--- config.mk ---
export PLATFORM = sky130hd
export DESIGN_NAME = nocc_top
export DESIGN_NICKNAME = d
export VERILOG_FILES = /design/src/inc/nocc_pkg.sv /design/src/rtl/nocc_retry.sv /design/src/rtl/nocc_buf_alloc.sv /design/src/rtl/nocc_top.sv
export VERILOG_INCLUDE_DIRS = /design/src /design/src/inc
export SDC_FILE = /design/constraint.sdc
export NUM_CORES = 1
export LEC_CHECK = 0
export BUFFER_PORTS_ARGS = -buffer_cell sky130_fd_sc_hd__buf_4
export CORE_ASPECT_RATIO = 1.75
export CORE_MARGIN = 2
export CORE_UTILIZATION = 50
export DETAILED_ROUTE_END_ITERATION = 8
export PLACE_DENSITY = 0.79
export SYNTH_ARGS = -nofsm -noshare
export SYNTH_HDL_FRONTEND = slang
export SYNTH_HIERARCHICAL = 1
export SYNTH_SLANG_ARGS = --single-unit
--- constraint.sdc ---
create_clock -name sys_clk -period 11.28 [get_ports sys_clk]
set_clock_uncertainty 0.2 [all_clocks]
set_input_delay 0.564 -clock sys_clk [delete_from_list [all_inputs] [get_ports sys_clk]]
set_output_delay 0.564 -clock sys_clk [all_outputs]
set_load 0.005 [all_outputs]
--- src/inc/nocc_regs.svh ---
// offsets, fields, resets and timing counts of the config block
// How it works
// RULE1: int asserts when status and mask bits both set.
// RULE2: masked status bits set but never assert int.
// RULE3: mask 7,6,5: conflict, unreach, ppp close; 3..0: sockets.
// RULE4: software keeps reserved mask bit 4 zero.
// RULE5: retry period = time x 100 us; reset 0x07d0.
// RULE6: retry time high byte 0x0017, low 0x0018.
// RULE7: unanswered socket commands are resent.
// RULE8: past retry count, stop and flag timeout; count resets 0x08.
// RULE9: two-bit size code per socket: 1, 2, 4, 8 KB.
// RULE10: in-order split of one 8 KB pool; misfits unusable.
// RULE11: rx map resets 0x55, 2 KB each.
// RULE12: tx map splits its own pool alike; resets 0x55.
// RULE13: read-only auth type, PAP or CHAP; resets zero.
// RULE14: ppp echo every interval x 25 ms; resets 0x28.
// RULE15: magic register feeds the negotiation option.
// RULE16: unreachable reply latches address and port.
// RULE17: socket modes at 0x0400..0x0700, reset zero.
// RULE18: mode bit 7 multicast, UDP only; group set first.
// RULE19: TCP mode bit 5 acks each packet at once.
// RULE20: multicast bit 5 picks IGMP v1, else v2.
// RULE21: protocol 0 closed, 1 TCP.
// RULE22: int stays low until unmasked status bits clear.
// RULE23: retry timeout is socket event bit 3.
// RULE24: other protocol codes passed raw to engines.
`ifndef NOCC_REGS_SVH
`define NOCC_REGS_SVH
`define NOCC_ADDR_INT_STATUS    15'h0015
`define NOCC_ADDR_INT_MASK      15'h0016
`define NOCC_ADDR_RETRY_HI      15'h0017
`define NOCC_ADDR_RETRY_LO      15'h0018
`define NOCC_ADDR_RETRY_CNT     15'h0019
`define NOCC_ADDR_RX_MAP        15'h001a
`define NOCC_ADDR_TX_MAP        15'h001b
`define NOCC_ADDR_AUTH_HI       15'h001c
`define NOCC_ADDR_AUTH_LO       15'h001d
`define NOCC_ADDR_LCP_INTERVAL  15'h0028
`define NOCC_ADDR_LCP_MAGIC     15'h0029
`define NOCC_ADDR_UNR_IP0       15'h002a
`define NOCC_ADDR_UNR_IP1       15'h002b
`define NOCC_ADDR_UNR_IP2       15'h002c
`define NOCC_ADDR_UNR_IP3       15'h002d
`define NOCC_ADDR_UNR_PORT_HI   15'h002e
`define NOCC_ADDR_UNR_PORT_LO   15'h002f
`define NOCC_MODE_PAGE_HI       5'h01
`define NOCC_MODE_PAGE_LO       8'h00
`define NOCC_RST_INT_MASK       8'h00
`define NOCC_RST_RETRY_TIME     16'h07d0
`define NOCC_RST_RETRY_CNT      8'h08
`define NOCC_RST_BUF_MAP        8'h55
`define NOCC_RST_AUTH           16'h0000
`define NOCC_RST_LCP_INTERVAL   8'h28
`define NOCC_RST_LCP_MAGIC      8'h00
`define NOCC_RST_UNR_IP         32'h0000_0000
`define NOCC_RST_UNR_PORT       16'h0000
`define NOCC_RST_SOCK_MODE      8'h00
`define NOCC_RST_ALLOC_KB       16'h2222
`define NOCC_RST_ALLOC_BASE     16'h6420
`define NOCC_RST_ALLOC_USE      4'hf
`define NOCC_INT_CONFLICT_BIT   7
`define NOCC_INT_PPP_CLOSE_BIT  5
`define NOCC_SOCK_TIMEOUT_BIT   3
`define NOCC_MODE_MULTI_BIT     7
`define NOCC_MODE_NDMC_BIT      5
`define NOCC_PROTO_CLOSED       4'h0
`define NOCC_PROTO_TCP          4'h1
`define NOCC_PROTO_UDP          4'h2
`define NOCC_POOL_KB            5'h08
`define NOCC_CLK_PERIOD_NS      20
`define NOCC_RETRY_UNIT_US      100
`define NOCC_RETRY_UNIT_CYC     ((`NOCC_RETRY_UNIT_US * 1000) / `NOCC_CLK_PERIOD_NS)
`define NOCC_LCP_UNIT_MS        25
`define NOCC_LCP_UNIT_CYC       ((`NOCC_LCP_UNIT_MS * 1000000) / `NOCC_CLK_PERIOD_NS)
`endif

--- src/inc/nocc_pkg.sv ---
// shared types and size decode
`default_nettype none
package nocc_pkg;
   // gray path idle -> wait -> done
   typedef enum logic [1:0] {
      nocc_rt_idle = 2'b00,
      nocc_rt_wait = 2'b01,
      nocc_rt_done = 2'b11
   } nocc_retry_state_t;
   typedef logic [3:0] nocc_kb_t;
   // two-bit size code to kilobytes: 1, 2, 4, 8
   function automatic nocc_kb_t nocc_code_kb(input logic [1:0] code);
      nocc_code_kb = 4'h1 << code;
   endfunction
endpackage
`default_nettype wire

--- src/rtl/nocc_retry.sv ---
// per-socket retransmission timer and retry counter
`timescale 1ns/1ps
`default_nettype none
module nocc_retry (
   input  wire logic        sys_clk,
   input  wire logic        reset_n,
   input  wire logic        tick,
   input  wire logic        arm,
   input  wire logic        reply,
   input  wire logic [15:0] retry_time,
   input  wire logic [7:0]  retry_limit,
   output logic             resend,
   output logic             timeout
);
   nocc_pkg::nocc_retry_state_t state_q;
   logic [15:0]                 elapsed_q;
   logic [7:0]                  tries_q;
   logic                        expire;
   // expiry on the tick reaching the count
   assign expire = tick && ((elapsed_q + 16'h0001) >= retry_time);
   // RULE7 RULE8 resend until count spent
   always_ff @(posedge sys_clk) begin
      resend  <= 1'b0;
      timeout <= 1'b0;
      if (!reset_n) begin
         state_q   <= nocc_pkg::nocc_rt_idle;
         elapsed_q <= 16'h0000;
         tries_q   <= 8'h00;
      end else begin
         case (state_q)
            nocc_pkg::nocc_rt_idle: begin
               elapsed_q <= 16'h0000;
               tries_q   <= 8'h00;
               if (arm) begin
                  state_q <= nocc_pkg::nocc_rt_wait;
               end
            end
            nocc_pkg::nocc_rt_wait: begin
               if (reply) begin
                  state_q <= nocc_pkg::nocc_rt_idle;
               end else if (expire) begin
                  elapsed_q <= 16'h0000;
                  // timeout on the next expiry once retries reach the limit
                  if (tries_q >= retry_limit) begin
                     timeout <= 1'b1;
                     state_q <= nocc_pkg::nocc_rt_done;
                  end else begin
                     tries_q <= tries_q + 8'h01;
                     resend  <= 1'b1;
                  end
               end else if (tick) begin
                  elapsed_q <= elapsed_q + 16'h0001;
               end
            end
            default: begin
               state_q <= nocc_pkg::nocc_rt_idle;
            end
         endcase
      end
   end
endmodule
`default_nettype wire

--- src/rtl/nocc_buf_alloc.sv ---
// splits one 8 KB pool over sockets 0 to 3 in order
`timescale 1ns/1ps
`default_nettype none
`include "nocc_regs.svh"
module nocc_buf_alloc (
   input  wire logic       sys_clk,
   input  wire logic       reset_n,
   input  wire logic [7:0] size_map,
   output logic     [15:0] sock_kb,
   output logic     [15:0] sock_base_kb,
   output logic     [3:0]  sock_usable
);
   logic [15:0] kb_d;
   logic [15:0] base_d;
   logic [3:0]  use_d;
   // first fit in socket order; a later small socket may still fit
   always_comb begin : walk
      logic [4:0] used;
      logic [4:0] need;
      used   = 5'h00;
      need   = 5'h00;
      kb_d   = 16'h0000;
      base_d = 16'h0000;
      use_d  = 4'h0;
      for (int s = 0; s < 4; s++) begin
         // RULE9 field per socket
         need = {1'b0, nocc_pkg::nocc_code_kb(size_map[2*s +: 2])};
         // RULE10 in-order allocation
         if ((used + need) <= `NOCC_POOL_KB) begin
            kb_d[4*s +: 4]   = need[3:0];
            base_d[4*s +: 4] = used[3:0];
            use_d[s]         = 1'b1;
            used             = used + need;
         end
      end
   end
   // registered for a stable split
   always_ff @(posedge sys_clk) begin
      if (!reset_n) begin
         sock_kb      <= `NOCC_RST_ALLOC_KB;
         sock_base_kb <= `NOCC_RST_ALLOC_BASE;
         sock_usable  <= `NOCC_RST_ALLOC_USE;
      end else begin
         sock_kb      <= kb_d;
         sock_base_kb <= base_d;
         sock_usable  <= use_d;
      end
   end
endmodule
`default_nettype wire

--- src/rtl/nocc_top.sv ---
// common config and status registers
`timescale 1ns/1ps
`default_nettype none
`include "nocc_regs.svh"

module nocc_top #(
   parameter int RETRY_UNIT_CYC = `NOCC_RETRY_UNIT_CYC,
   parameter int LCP_UNIT_CYC   = `NOCC_LCP_UNIT_CYC
) (
   input  wire logic        sys_clk,
   input  wire logic        reset_n,
   // host bus
   input  wire logic [14:0] host_addr,
   input  wire logic        host_cs_n,
   input  wire logic        host_rd_n,
   input  wire logic        host_wr_n,
   input  wire logic [7:0]  host_data_i,
   output logic      [7:0]  host_data_o,
   output logic             host_data_oe_n,
   output logic             int_n,
   // from the engines
   input  wire logic        conflict_evt,
   input  wire logic        unreach_evt,
   input  wire logic [31:0] unreach_ip,
   input  wire logic [15:0] unreach_port,
   input  wire logic        ppp_close_evt,
   input  wire logic [3:0]  sock_event_pending,
   input  wire logic        auth_load,
   input  wire logic [15:0] auth_value,
   input  wire logic        ppp_mode,
   input  wire logic [3:0]  retry_arm,
   input  wire logic [3:0]  retry_reply,
   // toward the engines
   output logic      [3:0]  retry_resend,
   output logic      [31:0] sock_event_set,
   output logic             lcp_echo_req,
   output logic      [7:0]  lcp_magic,
   output logic      [15:0] rx_kb,
   output logic      [15:0] rx_base_kb,
   output logic      [3:0]  rx_usable,
   output logic      [15:0] tx_kb,
   output logic      [15:0] tx_base_kb,
   output logic      [3:0]  tx_usable,
   output logic      [31:0] sock_mode_flat,
   output logic      [3:0]  sock_closed,
   output logic      [3:0]  sock_tcp,
   output logic      [3:0]  sock_no_delay_ack,
   output logic      [3:0]  sock_multicast,
   output logic      [3:0]  sock_igmp_v1
);

   logic [7:0]  int_mask_q;
   logic [2:0]  evt_flag_q;     // conflict, unreachable, ppp close
   logic [2:0]  evt_set;
   logic [2:0]  evt_clr;
   logic [7:0]  global_status;
   logic [15:0] retry_time_q;
   logic [7:0]  retry_limit_q;
   logic [7:0]  rx_map_q;
   logic [7:0]  tx_map_q;
   logic [15:0] auth_type_q;
   logic [7:0]  lcp_interval_q;
   logic [7:0]  lcp_magic_q;
   logic [31:0] unr_ip_q;
   logic [15:0] unr_port_q;
   logic [7:0]  sock_mode_q [4];
   logic        wr_prev_q;
   logic        wr_stb;
   logic        rd_act;
   logic [7:0]  rd_d;
   logic [3:0]  timeout_w;
   logic [12:0] tick_cnt_q;
   logic        tick_q;
   logic [20:0] lcp_cnt_q;
   logic        lcp_unit_q;
   logic [7:0]  lcp_units_q;

   // mode register at the head of each socket page
   function automatic logic is_mode_addr(input logic [14:0] a);
      is_mode_addr = (a[14:10] == `NOCC_MODE_PAGE_HI) && (a[7:0] == `NOCC_MODE_PAGE_LO);
   endfunction

   // write hit on one byte address
   function automatic logic wr_hit(input logic [14:0] a);
      wr_hit = wr_stb && (host_addr == a);
   endfunction

   // write on the strobe's first edge,
   // so a held strobe writes only once
   always_ff @(posedge sys_clk) begin
      if (!reset_n) begin
         wr_prev_q <= 1'b0;
      end else begin
         wr_prev_q <= !host_cs_n && !host_wr_n;
      end
   end

   assign wr_stb         = !host_cs_n && !host_wr_n && !wr_prev_q;
   assign rd_act         = !host_cs_n && !host_rd_n;
   assign host_data_oe_n = !rd_act;

   // read mux; unmapped space reads zero
   always_comb begin
      rd_d = 8'h00;
      if (host_addr == `NOCC_ADDR_INT_STATUS) begin
         rd_d = global_status;
      end else if (host_addr == `NOCC_ADDR_INT_MASK) begin
         rd_d = int_mask_q;
      end else if (host_addr == `NOCC_ADDR_RETRY_HI) begin
         rd_d = retry_time_q[15:8];
      end else if (host_addr == `NOCC_ADDR_RETRY_LO) begin
         rd_d = retry_time_q[7:0];
      end else if (host_addr == `NOCC_ADDR_RETRY_CNT) begin
         rd_d = retry_limit_q;
      end else if (host_addr == `NOCC_ADDR_RX_MAP) begin
         rd_d = rx_map_q;
      end else if (host_addr == `NOCC_ADDR_TX_MAP) begin
         rd_d = tx_map_q;
      end else if (host_addr == `NOCC_ADDR_AUTH_HI) begin
         rd_d = auth_type_q[15:8];
      end else if (host_addr == `NOCC_ADDR_AUTH_LO) begin
         rd_d = auth_type_q[7:0];
      end else if (host_addr == `NOCC_ADDR_LCP_INTERVAL) begin
         rd_d = lcp_interval_q;
      end else if (host_addr == `NOCC_ADDR_LCP_MAGIC) begin
         rd_d = lcp_magic_q;
      end else if (host_addr == `NOCC_ADDR_UNR_IP0) begin
         rd_d = unr_ip_q[31:24];
      end else if (host_addr == `NOCC_ADDR_UNR_IP1) begin
         rd_d = unr_ip_q[23:16];
      end else if (host_addr == `NOCC_ADDR_UNR_IP2) begin
         rd_d = unr_ip_q[15:8];
      end else if (host_addr == `NOCC_ADDR_UNR_IP3) begin
         rd_d = unr_ip_q[7:0];
      end else if (host_addr == `NOCC_ADDR_UNR_PORT_HI) begin
         rd_d = unr_port_q[15:8];
      end else if (host_addr == `NOCC_ADDR_UNR_PORT_LO) begin
         rd_d = unr_port_q[7:0];
      end else if (is_mode_addr(host_addr)) begin
         rd_d = sock_mode_q[host_addr[9:8]];
      end
   end

   // read data one cycle behind the address
   always_ff @(posedge sys_clk) begin
      if (!reset_n) begin
         host_data_o <= 8'h00;
      end else begin
         host_data_o <= rd_d;
      end
   end

   // sticky events on top, socket summaries below;
   // socket bits follow their registers, no clear here
   assign global_status = {evt_flag_q, 1'b0, sock_event_pending};
   assign evt_set       = {conflict_evt, unreach_evt, ppp_close_evt};
   assign evt_clr       = wr_hit(`NOCC_ADDR_INT_STATUS) ?
                          host_data_i[`NOCC_INT_CONFLICT_BIT:`NOCC_INT_PPP_CLOSE_BIT] : 3'h0;

   // write-one-to-clear; a new event in the same cycle wins
   always_ff @(posedge sys_clk) begin
      if (!reset_n) begin
         evt_flag_q <= 3'h0;
      end else begin
         evt_flag_q <= (evt_flag_q & ~evt_clr) | evt_set;
      end
   end

   // interrupt mask
   always_ff @(posedge sys_clk) begin
      if (!reset_n) begin
         int_mask_q <= `NOCC_RST_INT_MASK;
      end else if (wr_hit(`NOCC_ADDR_INT_MASK)) begin
         // RULE4 reserved bit harmless
         int_mask_q <= host_data_i;
      end
   end

   // RULE1 RULE2 RULE3 masked interrupt
   // RULE22 low while pending
   always_ff @(posedge sys_clk) begin
      if (!reset_n) begin
         int_n <= 1'b1;
      end else begin
         int_n <= !(|(global_status & int_mask_q));
      end
   end

   // retransmission settings
   always_ff @(posedge sys_clk) begin
      if (!reset_n) begin
         // RULE5 retry time reset
         retry_time_q  <= `NOCC_RST_RETRY_TIME;
         // RULE8 retry count reset
         retry_limit_q <= `NOCC_RST_RETRY_CNT;
      end else begin
         // RULE6 high byte first
         if (wr_hit(`NOCC_ADDR_RETRY_HI)) begin
            retry_time_q[15:8] <= host_data_i;
         end
         if (wr_hit(`NOCC_ADDR_RETRY_LO)) begin
            retry_time_q[7:0] <= host_data_i;
         end
         if (wr_hit(`NOCC_ADDR_RETRY_CNT)) begin
            retry_limit_q <= host_data_i;
         end
      end
   end

   // size maps; a change re-splits the pool at once,
   // so rewrite only with all sockets closed
   always_ff @(posedge sys_clk) begin
      if (!reset_n) begin
         // RULE11 RULE12 default split
         rx_map_q <= `NOCC_RST_BUF_MAP;
         tx_map_q <= `NOCC_RST_BUF_MAP;
      end else begin
         if (wr_hit(`NOCC_ADDR_RX_MAP)) begin
            rx_map_q <= host_data_i;
         end
         if (wr_hit(`NOCC_ADDR_TX_MAP)) begin
            tx_map_q <= host_data_i;
         end
      end
   end

   // ppp settings and agreed authentication
   always_ff @(posedge sys_clk) begin
      if (!reset_n) begin
         lcp_interval_q <= `NOCC_RST_LCP_INTERVAL;
         lcp_magic_q    <= `NOCC_RST_LCP_MAGIC;
         auth_type_q    <= `NOCC_RST_AUTH;
      end else begin
         if (wr_hit(`NOCC_ADDR_LCP_INTERVAL)) begin
            lcp_interval_q <= host_data_i;
         end
         if (wr_hit(`NOCC_ADDR_LCP_MAGIC)) begin
            lcp_magic_q <= host_data_i;
         end
         // RULE13 read-only auth type
         if (auth_load) begin
            auth_type_q <= auth_value;
         end
      end
   end

   // RULE15 magic number to negotiation
   assign lcp_magic = lcp_magic_q;

   // RULE16 capture unreachable target
   always_ff @(posedge sys_clk) begin
      if (!reset_n) begin
         unr_ip_q   <= `NOCC_RST_UNR_IP;
         unr_port_q <= `NOCC_RST_UNR_PORT;
      end else if (unreach_evt) begin
         unr_ip_q   <= unreach_ip;
         unr_port_q <= unreach_port;
      end
   end

   // RULE17 socket mode registers
   always_ff @(posedge sys_clk) begin
      if (!reset_n) begin
         for (int s = 0; s < 4; s++) begin
            sock_mode_q[s] <= `NOCC_RST_SOCK_MODE;
         end
      end else if (wr_stb && is_mode_addr(host_addr)) begin
         sock_mode_q[host_addr[9:8]] <= host_data_i;
      end
   end

   // registered socket option decodes
   always_ff @(posedge sys_clk) begin
      if (!reset_n) begin
         sock_mode_flat    <= 32'h0000_0000;
         sock_closed       <= 4'hf;
         sock_tcp          <= 4'h0;
         sock_no_delay_ack <= 4'h0;
         sock_multicast    <= 4'h0;
         sock_igmp_v1      <= 4'h0;
      end else begin
         for (int s = 0; s < 4; s++) begin
            // RULE24 raw mode for other codes
            sock_mode_flat[8*s +: 8] <= sock_mode_q[s];
            // RULE21 closed and tcp codes
            sock_closed[s] <= sock_mode_q[s][3:0] == `NOCC_PROTO_CLOSED;
            sock_tcp[s]    <= sock_mode_q[s][3:0] == `NOCC_PROTO_TCP;
            // RULE19 immediate ack in tcp
            sock_no_delay_ack[s] <= (sock_mode_q[s][3:0] == `NOCC_PROTO_TCP) &&
                                    sock_mode_q[s][`NOCC_MODE_NDMC_BIT];
            // RULE18 multicast only for udp
            sock_multicast[s] <= (sock_mode_q[s][3:0] == `NOCC_PROTO_UDP) &&
                                 sock_mode_q[s][`NOCC_MODE_MULTI_BIT];
            // RULE20 igmp version select
            sock_igmp_v1[s] <= (sock_mode_q[s][3:0] == `NOCC_PROTO_UDP) &&
                               sock_mode_q[s][`NOCC_MODE_MULTI_BIT] &&
                               sock_mode_q[s][`NOCC_MODE_NDMC_BIT];
         end
      end
   end

   // RULE5 100 us retry tick
   always_ff @(posedge sys_clk) begin
      if (!reset_n) begin
         tick_cnt_q <= 13'h0000;
         tick_q     <= 1'b0;
      end else if (tick_cnt_q >= 13'(RETRY_UNIT_CYC - 1)) begin
         tick_cnt_q <= 13'h0000;
         tick_q     <= 1'b1;
      end else begin
         tick_cnt_q <= tick_cnt_q + 13'h0001;
         tick_q     <= 1'b0;
      end
   end

   // RULE14 echo timer in ppp mode
   // restarts when ppp mode drops, so a new
   // session waits a full interval
   always_ff @(posedge sys_clk) begin
      if (!reset_n || !ppp_mode) begin
         lcp_cnt_q  <= 21'h000000;
         lcp_unit_q <= 1'b0;
      end else if (lcp_cnt_q >= 21'(LCP_UNIT_CYC - 1)) begin
         lcp_cnt_q  <= 21'h000000;
         lcp_unit_q <= 1'b1;
      end else begin
         lcp_cnt_q  <= lcp_cnt_q + 21'h000001;
         lcp_unit_q <= 1'b0;
      end
   end

   // interval of zero never sends an echo
   always_ff @(posedge sys_clk) begin
      lcp_echo_req <= 1'b0;
      if (!reset_n || !ppp_mode) begin
         lcp_units_q <= 8'h00;
      end else if (lcp_unit_q && (lcp_interval_q != 8'h00)) begin
         if ((lcp_units_q + 8'h01) >= lcp_interval_q) begin
            lcp_units_q  <= 8'h00;
            lcp_echo_req <= 1'b1;
         end else begin
            lcp_units_q <= lcp_units_q + 8'h01;
         end
      end
   end

   // one retry engine per socket
   for (genvar gi = 0; gi < 4; gi++) begin : g_retry
      nocc_retry u_retry (
         .sys_clk     (sys_clk),
         .reset_n     (reset_n),
         .tick        (tick_q),
         .arm         (retry_arm[gi]),
         .reply       (retry_reply[gi]),
         .retry_time  (retry_time_q),
         .retry_limit (retry_limit_q),
         .resend      (retry_resend[gi]),
         .timeout     (timeout_w[gi])
      );

      // RULE23 timeout at bit 3
      assign sock_event_set[8*gi +: 8] = timeout_w[gi] ?
                                        (8'h01 << `NOCC_SOCK_TIMEOUT_BIT) : 8'h00;
   end

   // RULE9 RULE10 RULE11 receive pool split
   nocc_buf_alloc u_rx_alloc (
      .sys_clk      (sys_clk),
      .reset_n      (reset_n),
      .size_map     (rx_map_q),
      .sock_kb      (rx_kb),
      .sock_base_kb (rx_base_kb),
      .sock_usable  (rx_usable)
   );

   // RULE12 transmit pool split
   nocc_buf_alloc u_tx_alloc (
      .sys_clk      (sys_clk),
      .reset_n      (reset_n),
      .size_map     (tx_map_q),
      .sock_kb      (tx_kb),
      .sock_base_kb (tx_base_kb),
      .sock_usable  (tx_usable)
   );

endmodule
`default_nettype wire

* Word level (Yosys, flattened, before mapping)
Memory sizes are Yosys's and may differ from the RTL's. Index checks and enable logic that the tools add are counted.
Word-level totals: register bits after elaboration 422, RAM bits 32, bits of input ports 109, logic and storage cells 393, memories 1
Memories:
- sock_mode_q | depth 4, bits a word 8, rd ports 5, clocked after memory_dff 0, wr ports 4, line nocc_top.sv:66 | logic [7:0] sock_mode_q [4];
Operators by class: add/subtract/negate cells 17, magnitude comparators 19, equality and inequality tests 58, shift-type cells 8, multiplexer cells 122, bitwise gates (word level) 14, reductions and logical operators 84
Operator list (count):
- $mux W8 | 32
- $mux W16 | 12
- $eq A15 B5 Y1 const B | 9
- $pmux W16 S2 | 4
- $eq A15 B6 Y1 const B | 8
- $add A16 B1 Y16 const B | 4
- $ge A16 B16 Y1 | 4
- $pmux W8 S2 | 4
- $mux W2 | 25
- $mux W4 | 12
- $add A8 B1 Y8 const B | 5
- $ge A8 B8 Y1 | 5
- $ne A3 B2 Y1 const B | 12
- $shl A1 B2 Y4 const A | 8
- $logic_and A1 B1 Y1 | 31
- $le A5 B4 Y1 const B | 6
- $mux W1 | 24
- $ne A2 B2 Y1 const B | 12
- $reduce_and A3 Y1 | 8
- $add A21 B1 Y21 const B | 1
- $ge A21 B21 Y1 const B | 1
- $add A5 B4 Y5 | 4
- $mux W5 | 4
- $eq A4 B1 Y1 const B | 4
- 27 further kinds | 83

* Depth between registers and ports, before layout
depth in word-level cells 20, depth in mapped cells 29, mapped depth without buffers 28

* Modules after synthesis
Netlist, hierarchy kept.
Modules (own cells, without submodules):
- nocc_top | instances 1, cells an instance 1294, area each 11882.6 µm², seq. area each 5725.5 µm²
- nocc_retry | instances 4, cells an instance 247, area each 2015.7 µm², seq. area each 560.5 µm²
- nocc_buf_alloc | instances 2, cells an instance 178, area each 1644.1 µm², seq. area each 640.6 µm²

* Worst setup path before layout
No wires, ideal clock.
path type reg-to-reg, start register tx_map_q[1], end register u_tx_alloc.sock_base_kb[13], arrival 5.633 ns, required time 10.985 ns, slack 5.352 ns, stages on the path, launching flop included 27, clock period less this slack 5.928 ns, cells stage by stage dfxtp_1 nand2b_1 inv_1 ha_1 a21oi_1 maj3_2 xor2_1 o31ai_4 mux2i_1 inv_1 ha_1 inv_1 fa_1 nand3b_1 a21o_1 clkbuf_1 nor2_1 a21oi_1 ha_1 inv_1 fa_1 xnor2_1 nor3b_1 o21ai_0 a211o_1 or3_1 o311ai_1
Between the ends: longest elaborated chain between the ends 12
RTL lines:
- from (decl) | line nocc_top.sv:60 | logic [7:0] tx_map_q;
- from (signal assigned) | line nocc_top.sv:216 | tx_map_q <= `NOCC_RST_BUF_MAP;
- from (signal assigned) | line nocc_top.sv:222 | tx_map_q <= host_data_i;
- $shl A1 B2 Y4 (*) | line nocc_pkg.sv:13 | nocc_code_kb = 4'h1 << code;
- $le A4 B4 Y1 (no line)
- $mux W4 (*) | line nocc_buf_alloc.sv:29 | if ((used + need) <= `NOCC_POOL_KB) begin
- $add A4 B4 Y5 | line nocc_buf_alloc.sv:29, nocc_buf_alloc.sv:33
- $le A5 B4 Y1 (no line)
- $mux W5 (*) | line nocc_buf_alloc.sv:29
- $add A5 B4 Y5 | line nocc_buf_alloc.sv:29, nocc_buf_alloc.sv:33
- $le A5 B4 Y1 (no line)
- $mux W5 (*) | line nocc_buf_alloc.sv:29
- $add A5 B4 Y5 | line nocc_buf_alloc.sv:29
- $le A5 B4 Y1 (no line)
- $mux W4 (*) | line nocc_buf_alloc.sv:29
- to (signal assigned) | line nocc_buf_alloc.sv:41 | sock_base_kb <= `NOCC_RST_ALLOC_BASE;
- to (signal assigned) | line nocc_buf_alloc.sv:45 | sock_base_kb <= base_d;
- to (decl) | line nocc_buf_alloc.sv:10 | output logic [15:0] sock_base_kb,
Every way passes the cells marked *; elsewhere a longest branch is shown, timed or not. A chain may end at the register's enable or synchronous reset.

* Final worst setup path
Same ends and word-level chain as after synthesis.

==> results_tabular.tex <==
\begin{tabular}{lr}
\hline
Metric & Value \\
\hline
\multicolumn{2}{l}{\textbf{Floorplan}} \\
\quad Horizontal extent of the die & 167.0 um \\
\quad Number of primary I/O pins & $\sim$290 \\
\quad Total number of placement rows & between 100 and 150 \\
\quad Initial Util & around 51\% \\
\quad Core box area & $\sim$46000 sq um \\
\quad Die Ht & 289.2 um \\
\quad Die area & between 40000 and 50000 sq um \\
\multicolumn{2}{l}{\textbf{Routing}} \\
\quad Count of routing violations after the opening detailed-route iteration & 1449 \\
\quad Ratio of routed vias to standard cells & 5.897 \\
\quad Wire length reported by the detailed router & approximately 67 mm \\
\quad Residual DRC count & 0 \\
\quad Routed vias & between 20000 and 25000 \\
\quad Routed Antenna Nets & 0 \\
\quad Iteration count of the initial detailed-routing pass & 8 \\
\quad DR WL/cell & about 19 um \\
\multicolumn{2}{l}{\textbf{Global route}} \\
\quad Initial antenna violation count & 2 \\
\quad Maximum number of pins on one net before global-route repair & 81 \\
\quad Overall routing resource usage & between 20\% and 30\% \\
\quad Wire length of the first global-routing pass & about 100 mm \\
\quad Vias in the first global route & $\sim$20000 \\
\quad Global route total overflow & 0 \\
\multicolumn{2}{l}{\textbf{Clock tree}} \\
\quad Clk sinks & around 450 \\
\quad Cells resized by post-CTS repair & 0 \\
\quad CTS H-tree depth & 2 \\
\quad Number of setup buffers added after CTS & 0 \\
\quad CTS Root Cell & sky130\_fd\_sc\_hd\_\_clkbuf\_16 \\
\quad Number of buffers on the longest clock path & 3 \\
\quad TritonCTS clock tree & built \\
\quad Clock Latency Late Sink & about 570 ps \\
\quad Clock transition at the register clock pins on the worst setup and hold paths after CTS & $\sim$70 ps \\
\quad Number of buffers inserted during clock tree synthesis & 41 \\
\multicolumn{2}{l}{\textbf{STA}} \\
\quad Number of endpoints failing setup at the final stage & 0 \\
\quad Worst Slack Setup Final & about 4500 ps \\
\quad Sum of negative setup slack & 0 ps \\
\quad Transition at the pin with the smallest max-transition slack & 1235 ps \\
\quad Remaining max-slew budget at the tightest pin & between 15 and 20\% \\
\quad Max-slew violation total from the final report & 0 \\
\quad Tcrit/Tclk final & 60.50\% \\
\quad Final critical path time including I/O delays and setup & 6824 ps \\
\quad Final-report hold violation count & 0 \\
\quad Setup repair after global routing missed its margin & no \\
\quad Max Clock Freq & between 100 and 150 MHz \\
\multicolumn{2}{l}{\textbf{Yosys}} \\
\quad Post-synthesis cell count & roughly 2600 \\
\quad Share of the synthesized area in compound gates (AO/OA/AOI/OAI) & between 10 and 15\% \\
\quad Multiplexer fraction of the synthesized cell area & 5.822\% \\
\quad Flip-flop and latch count after synthesis & about 450 \\
\quad Post-synth EDFFs & 32 \\
\quad XOR/XNOR share of the synthesized area & between 3 and 4\% \\
\quad Cell area after synthesis & 23230 sq um \\
\quad Part of the Yosys area used for sequential elements & about two fifths \\
\quad Fraction of post-synthesis cell area in the top cell type by area & a little over a third \\
\quad Top-count cell post-synth & sky130\_fd\_sc\_hd\_\_dfxtp\_1 \\
\quad Biggest area contributors in the synthesized netlist & sky130\_fd\_sc\_hd\_\_dfxtp\_1, sky130\_fd\_sc\_hd\_\_ha\_1, sky130\_fd\_sc\_hd\_\_nand2\_1, sky130\_fd\_sc\_hd\_\_edfxtp\_1, sky130\_fd\_sc\_hd\_\_mux2i\_1 \\
\quad YS warnings & 6 \\
\quad Most common library cells after synthesis & sky130\_fd\_sc\_hd\_\_dfxtp\_1, sky130\_fd\_sc\_hd\_\_nand2\_1, sky130\_fd\_sc\_hd\_\_nor2\_1 \\
\quad Adder-cell area share of the yosys netlist & between 8 and 9\% \\
\quad Largest area contributor in the netlist & sky130\_fd\_sc\_hd\_\_dfxtp\_1 \\
\quad Main combinational cell family by area after synthesis & simple AND/OR/NAND/NOR gates \\
\quad Distinct cell type count after synthesis & 86 \\
\quad Commonest register cell after synthesis & sky130\_fd\_sc\_hd\_\_dfxtp\_1 \\
\quad Mean instance size in the synthesized netlist & between 8 and 9 sq um \\
\quad Post-synthesis async set-or-reset flop share & 0\% \\
\quad Simple-gate share of the synthesized area & 23.03\% \\
\multicolumn{2}{l}{\textbf{Cells and area}} \\
\quad Footprint of the multi-input gates & between 10000 and 15000 sq um \\
\quad Fillcell total & around 4000 \\
\quad Proportion of layout cells with a drive suffix above 1 & 14.06\% \\
\quad Area growth from synthesis to layout & 15.15\% \\
\quad Sequential standard cell area & a little over 9000 sq um \\
\quad Net count reported at finish & between 3000 and 4000 \\
\multicolumn{2}{l}{\textbf{Worst hold path}} \\
\quad Class of the tightest hold or removal check & in -> reg \\
\quad Worst Hold Depth & 3 \\
\quad Hold worst-path end & unr\_ip\_q[21] \\
\quad Hold Path Origin & unreach\_ip[21] \\
\multicolumn{2}{l}{\textbf{Critical path}} \\
\quad Library cell appearing most often on the critical path & sky130\_fd\_sc\_hd\_\_inv\_1 \\
\quad CP endpoint kind & register \\
\quad Largest stage delay, worst path & 540 ps \\
\quad Endpoint arrival time on the critical path & 7100 ps \\
\quad Flop-to-flop setup slack & 4460 ps \\
\quad Cell with the largest stage delay on the worst path & sky130\_fd\_sc\_hd\_\_dfxtp\_1 \\
\quad Startpoint type of the worst setup path & register \\
\quad Number of buffer and inverter instances along the worst setup path & 4 \\
\quad Required time of the critical path & 11560 ps \\
\quad Cells on worst reg2reg path & 26 \\
\quad Path type of the worst setup path & reg -> reg \\
\quad Top Family by Delay on Critical Path & adder cells \\
\quad Maximum fanout along the worst path & 11 \\
\quad Reg-to-Reg Start & tx\_map\_q[1] \\
\quad Reg-to-reg critical path endpoint & u\_tx\_alloc/sock\_base\_kb[13] \\
\multicolumn{2}{l}{\textbf{Placement}} \\
\quad \# port buffers & 251 \\
\quad Post-detail-place hpwl & about 50 mm \\
\quad Worst slack at placement & $\sim$4500 ps \\
\quad Routability congestion estimate & 0.9579 \\
\multicolumn{2}{l}{\textbf{Flow run}} \\
\quad Max-cap violations & 0 \\
\multicolumn{2}{l}{\textbf{Power and ir drop}} \\
\quad Leakage power & between 10 and 15 nW \\
\quad Peak supply drop & approximately 0.00012 V \\
\quad Ratio of total power to cell area & 120.7 nW/um\^{}2 \\
\multicolumn{2}{l}{\textbf{Outcome}} \\
\quad Outcome & finished clean \\
\hline
\end{tabular}
[registers in the layout, indices dropped and copies added (netlist names), 8 cells and up]
name	count
g_retry.u_retry/tries_q	32
lcp_units_q	8
sock_mode_q	32
retry_limit_q	8
host_data_o	8
unr_ip_q	32
auth_type_q	16
int_mask_q	8
tx_map_q	8
u_tx_alloc/sock_base_kb	12
lcp_interval_q	8
tick_cnt_q	13
g_retry.u_retry/state_q	8
sock_mode_flat	32
unr_port_q	16
u_tx_alloc/sock_kb	16
rx_map_q	8
retry_time_q	16
lcp_cnt_q	21
u_rx_alloc/sock_kb	16
u_rx_alloc/sock_base_kb	12
g_retry.u_retry/elapsed_q	64
lcp_magic	8
[worst max-delay path by stage]
stage	start	end	slack (ps)	cells after the start
2_1_floorplan	tx_map_q[1]	u_tx_alloc/sock_base_kb[13]	5350	26
4_1_cts	tx_map_q[1]	u_tx_alloc/sock_base_kb[13]	4490	25
3_3_place_gp	tx_map_q[1]	u_tx_alloc/sock_base_kb[13]	4740	25
3_5_place_dp	tx_map_q[1]	u_tx_alloc/sock_base_kb[13]	4540	25
6_report	tx_map_q[1]	u_tx_alloc/sock_base_kb[13]	4460	26
5_1_grt	tx_map_q[1]	u_tx_alloc/sock_base_kb[13]	3990	25
[cells by family after synthesis]
logic type / after synthesis
simple gates: 1051
compound gates: 481
flops: 446
buf+inv: 299
fa+ha+maj: 147
mux: 117
xor+xnor: 92
other cells: 5
[metrics by stage]
| step | instance area (sq um) | total power, mW | util, % | instances | hold slack (ps) |
|---|---|---|---|---|---|
| global route | 26750 | 3.323 | 58.25 | 3451 | 24.31 |
| finish | 26750 | 3.230 | 58.25 | 3451 | 21.09 |
| global placement | 25360 | 1.838 | 55.22 | 3375 | 228.8 |
| floorplan | 23360 | 1.770 | - | 2671 | 217.5 |
| detailed placement | 25360 | 1.842 | 55.22 | 3375 | 241.4 |
| CTS | 26750 | 3.253 | 58.24 | 3450 | 8.486 |
[layout by cell type, fill, tap and decap left out, types with 15 or more instances in the layout]
cell type,count
sky130_fd_sc_hd__dfxtp_1,414
sky130_fd_sc_hd__nand2_1,280
sky130_fd_sc_hd__buf_4,261
sky130_fd_sc_hd__nor2_1,217
sky130_fd_sc_hd__inv_1,158
sky130_fd_sc_hd__a21oi_1,145
sky130_fd_sc_hd__ha_1,137
sky130_fd_sc_hd__nand3_1,102
sky130_fd_sc_hd__mux2i_1,89
sky130_fd_sc_hd__and2_1,87
sky130_fd_sc_hd__nor3_1,86
sky130_fd_sc_hd__o21ai_0,75
sky130_fd_sc_hd__xor2_1,59
sky130_fd_sc_hd__and3_1,49
sky130_fd_sc_hd__nor3b_1,43
sky130_fd_sc_hd__clkbuf_16,42
sky130_fd_sc_hd__conb_1,38
sky130_fd_sc_hd__xnor2_1,33
sky130_fd_sc_hd__nand2b_1,33
sky130_fd_sc_hd__nor2b_1,32
sky130_fd_sc_hd__a21o_1,32
sky130_fd_sc_hd__edfxtp_1,32
sky130_fd_sc_hd__nand4_1,30
sky130_fd_sc_hd__a22o_1,30
sky130_fd_sc_hd__a221o_1,22
sky130_fd_sc_hd__o21a_1,17
sky130_fd_sc_hd__a22oi_1,16
sky130_fd_sc_hd__o22ai_1,16
sky130_fd_sc_hd__nor4_1,15
sky130_fd_sc_hd__mux2_2,15
[metal layers]
metal  track usage, %  part of all wire, %
met5                0                0.013
met1            30.79                   37
met2            48.33                   50
met3            3.374                  6.8
met4            15.17                  6.1
[power breakdown]
group,switching (mW),internal [mW],leakage [nW]
clock network,0.627,0.792,0.659
registers,0.0186,1.62,3.70
logic,0.101,0.0730,7.21
total,0.747,2.48,11.6
[cell type report]
cell class,count,area share (%)
clock inverters,15,0.7249
inverters,159,2.235
diodes,1,0.009353
repair buffers,265,7.473
clock buffers,56,4.312
multi-input cells,1926,47.95
well taps,583,2.726
flip-flops and latches,446,34.57
[worst min-delay path, cell delays in order]
cell                      delay [ps]
sky130_fd_sc_hd__buf_4            70
sky130_fd_sc_hd__mux2i_1          50
sky130_fd_sc_hd__nor2_1           70
[repair_timing]
action	CTS	global route
hold buffers	4	0
endpoints found under the hold margin	3	0
setup endpoints to repair	0	0
Note: power is estimated with default switching activity, not from simulation.
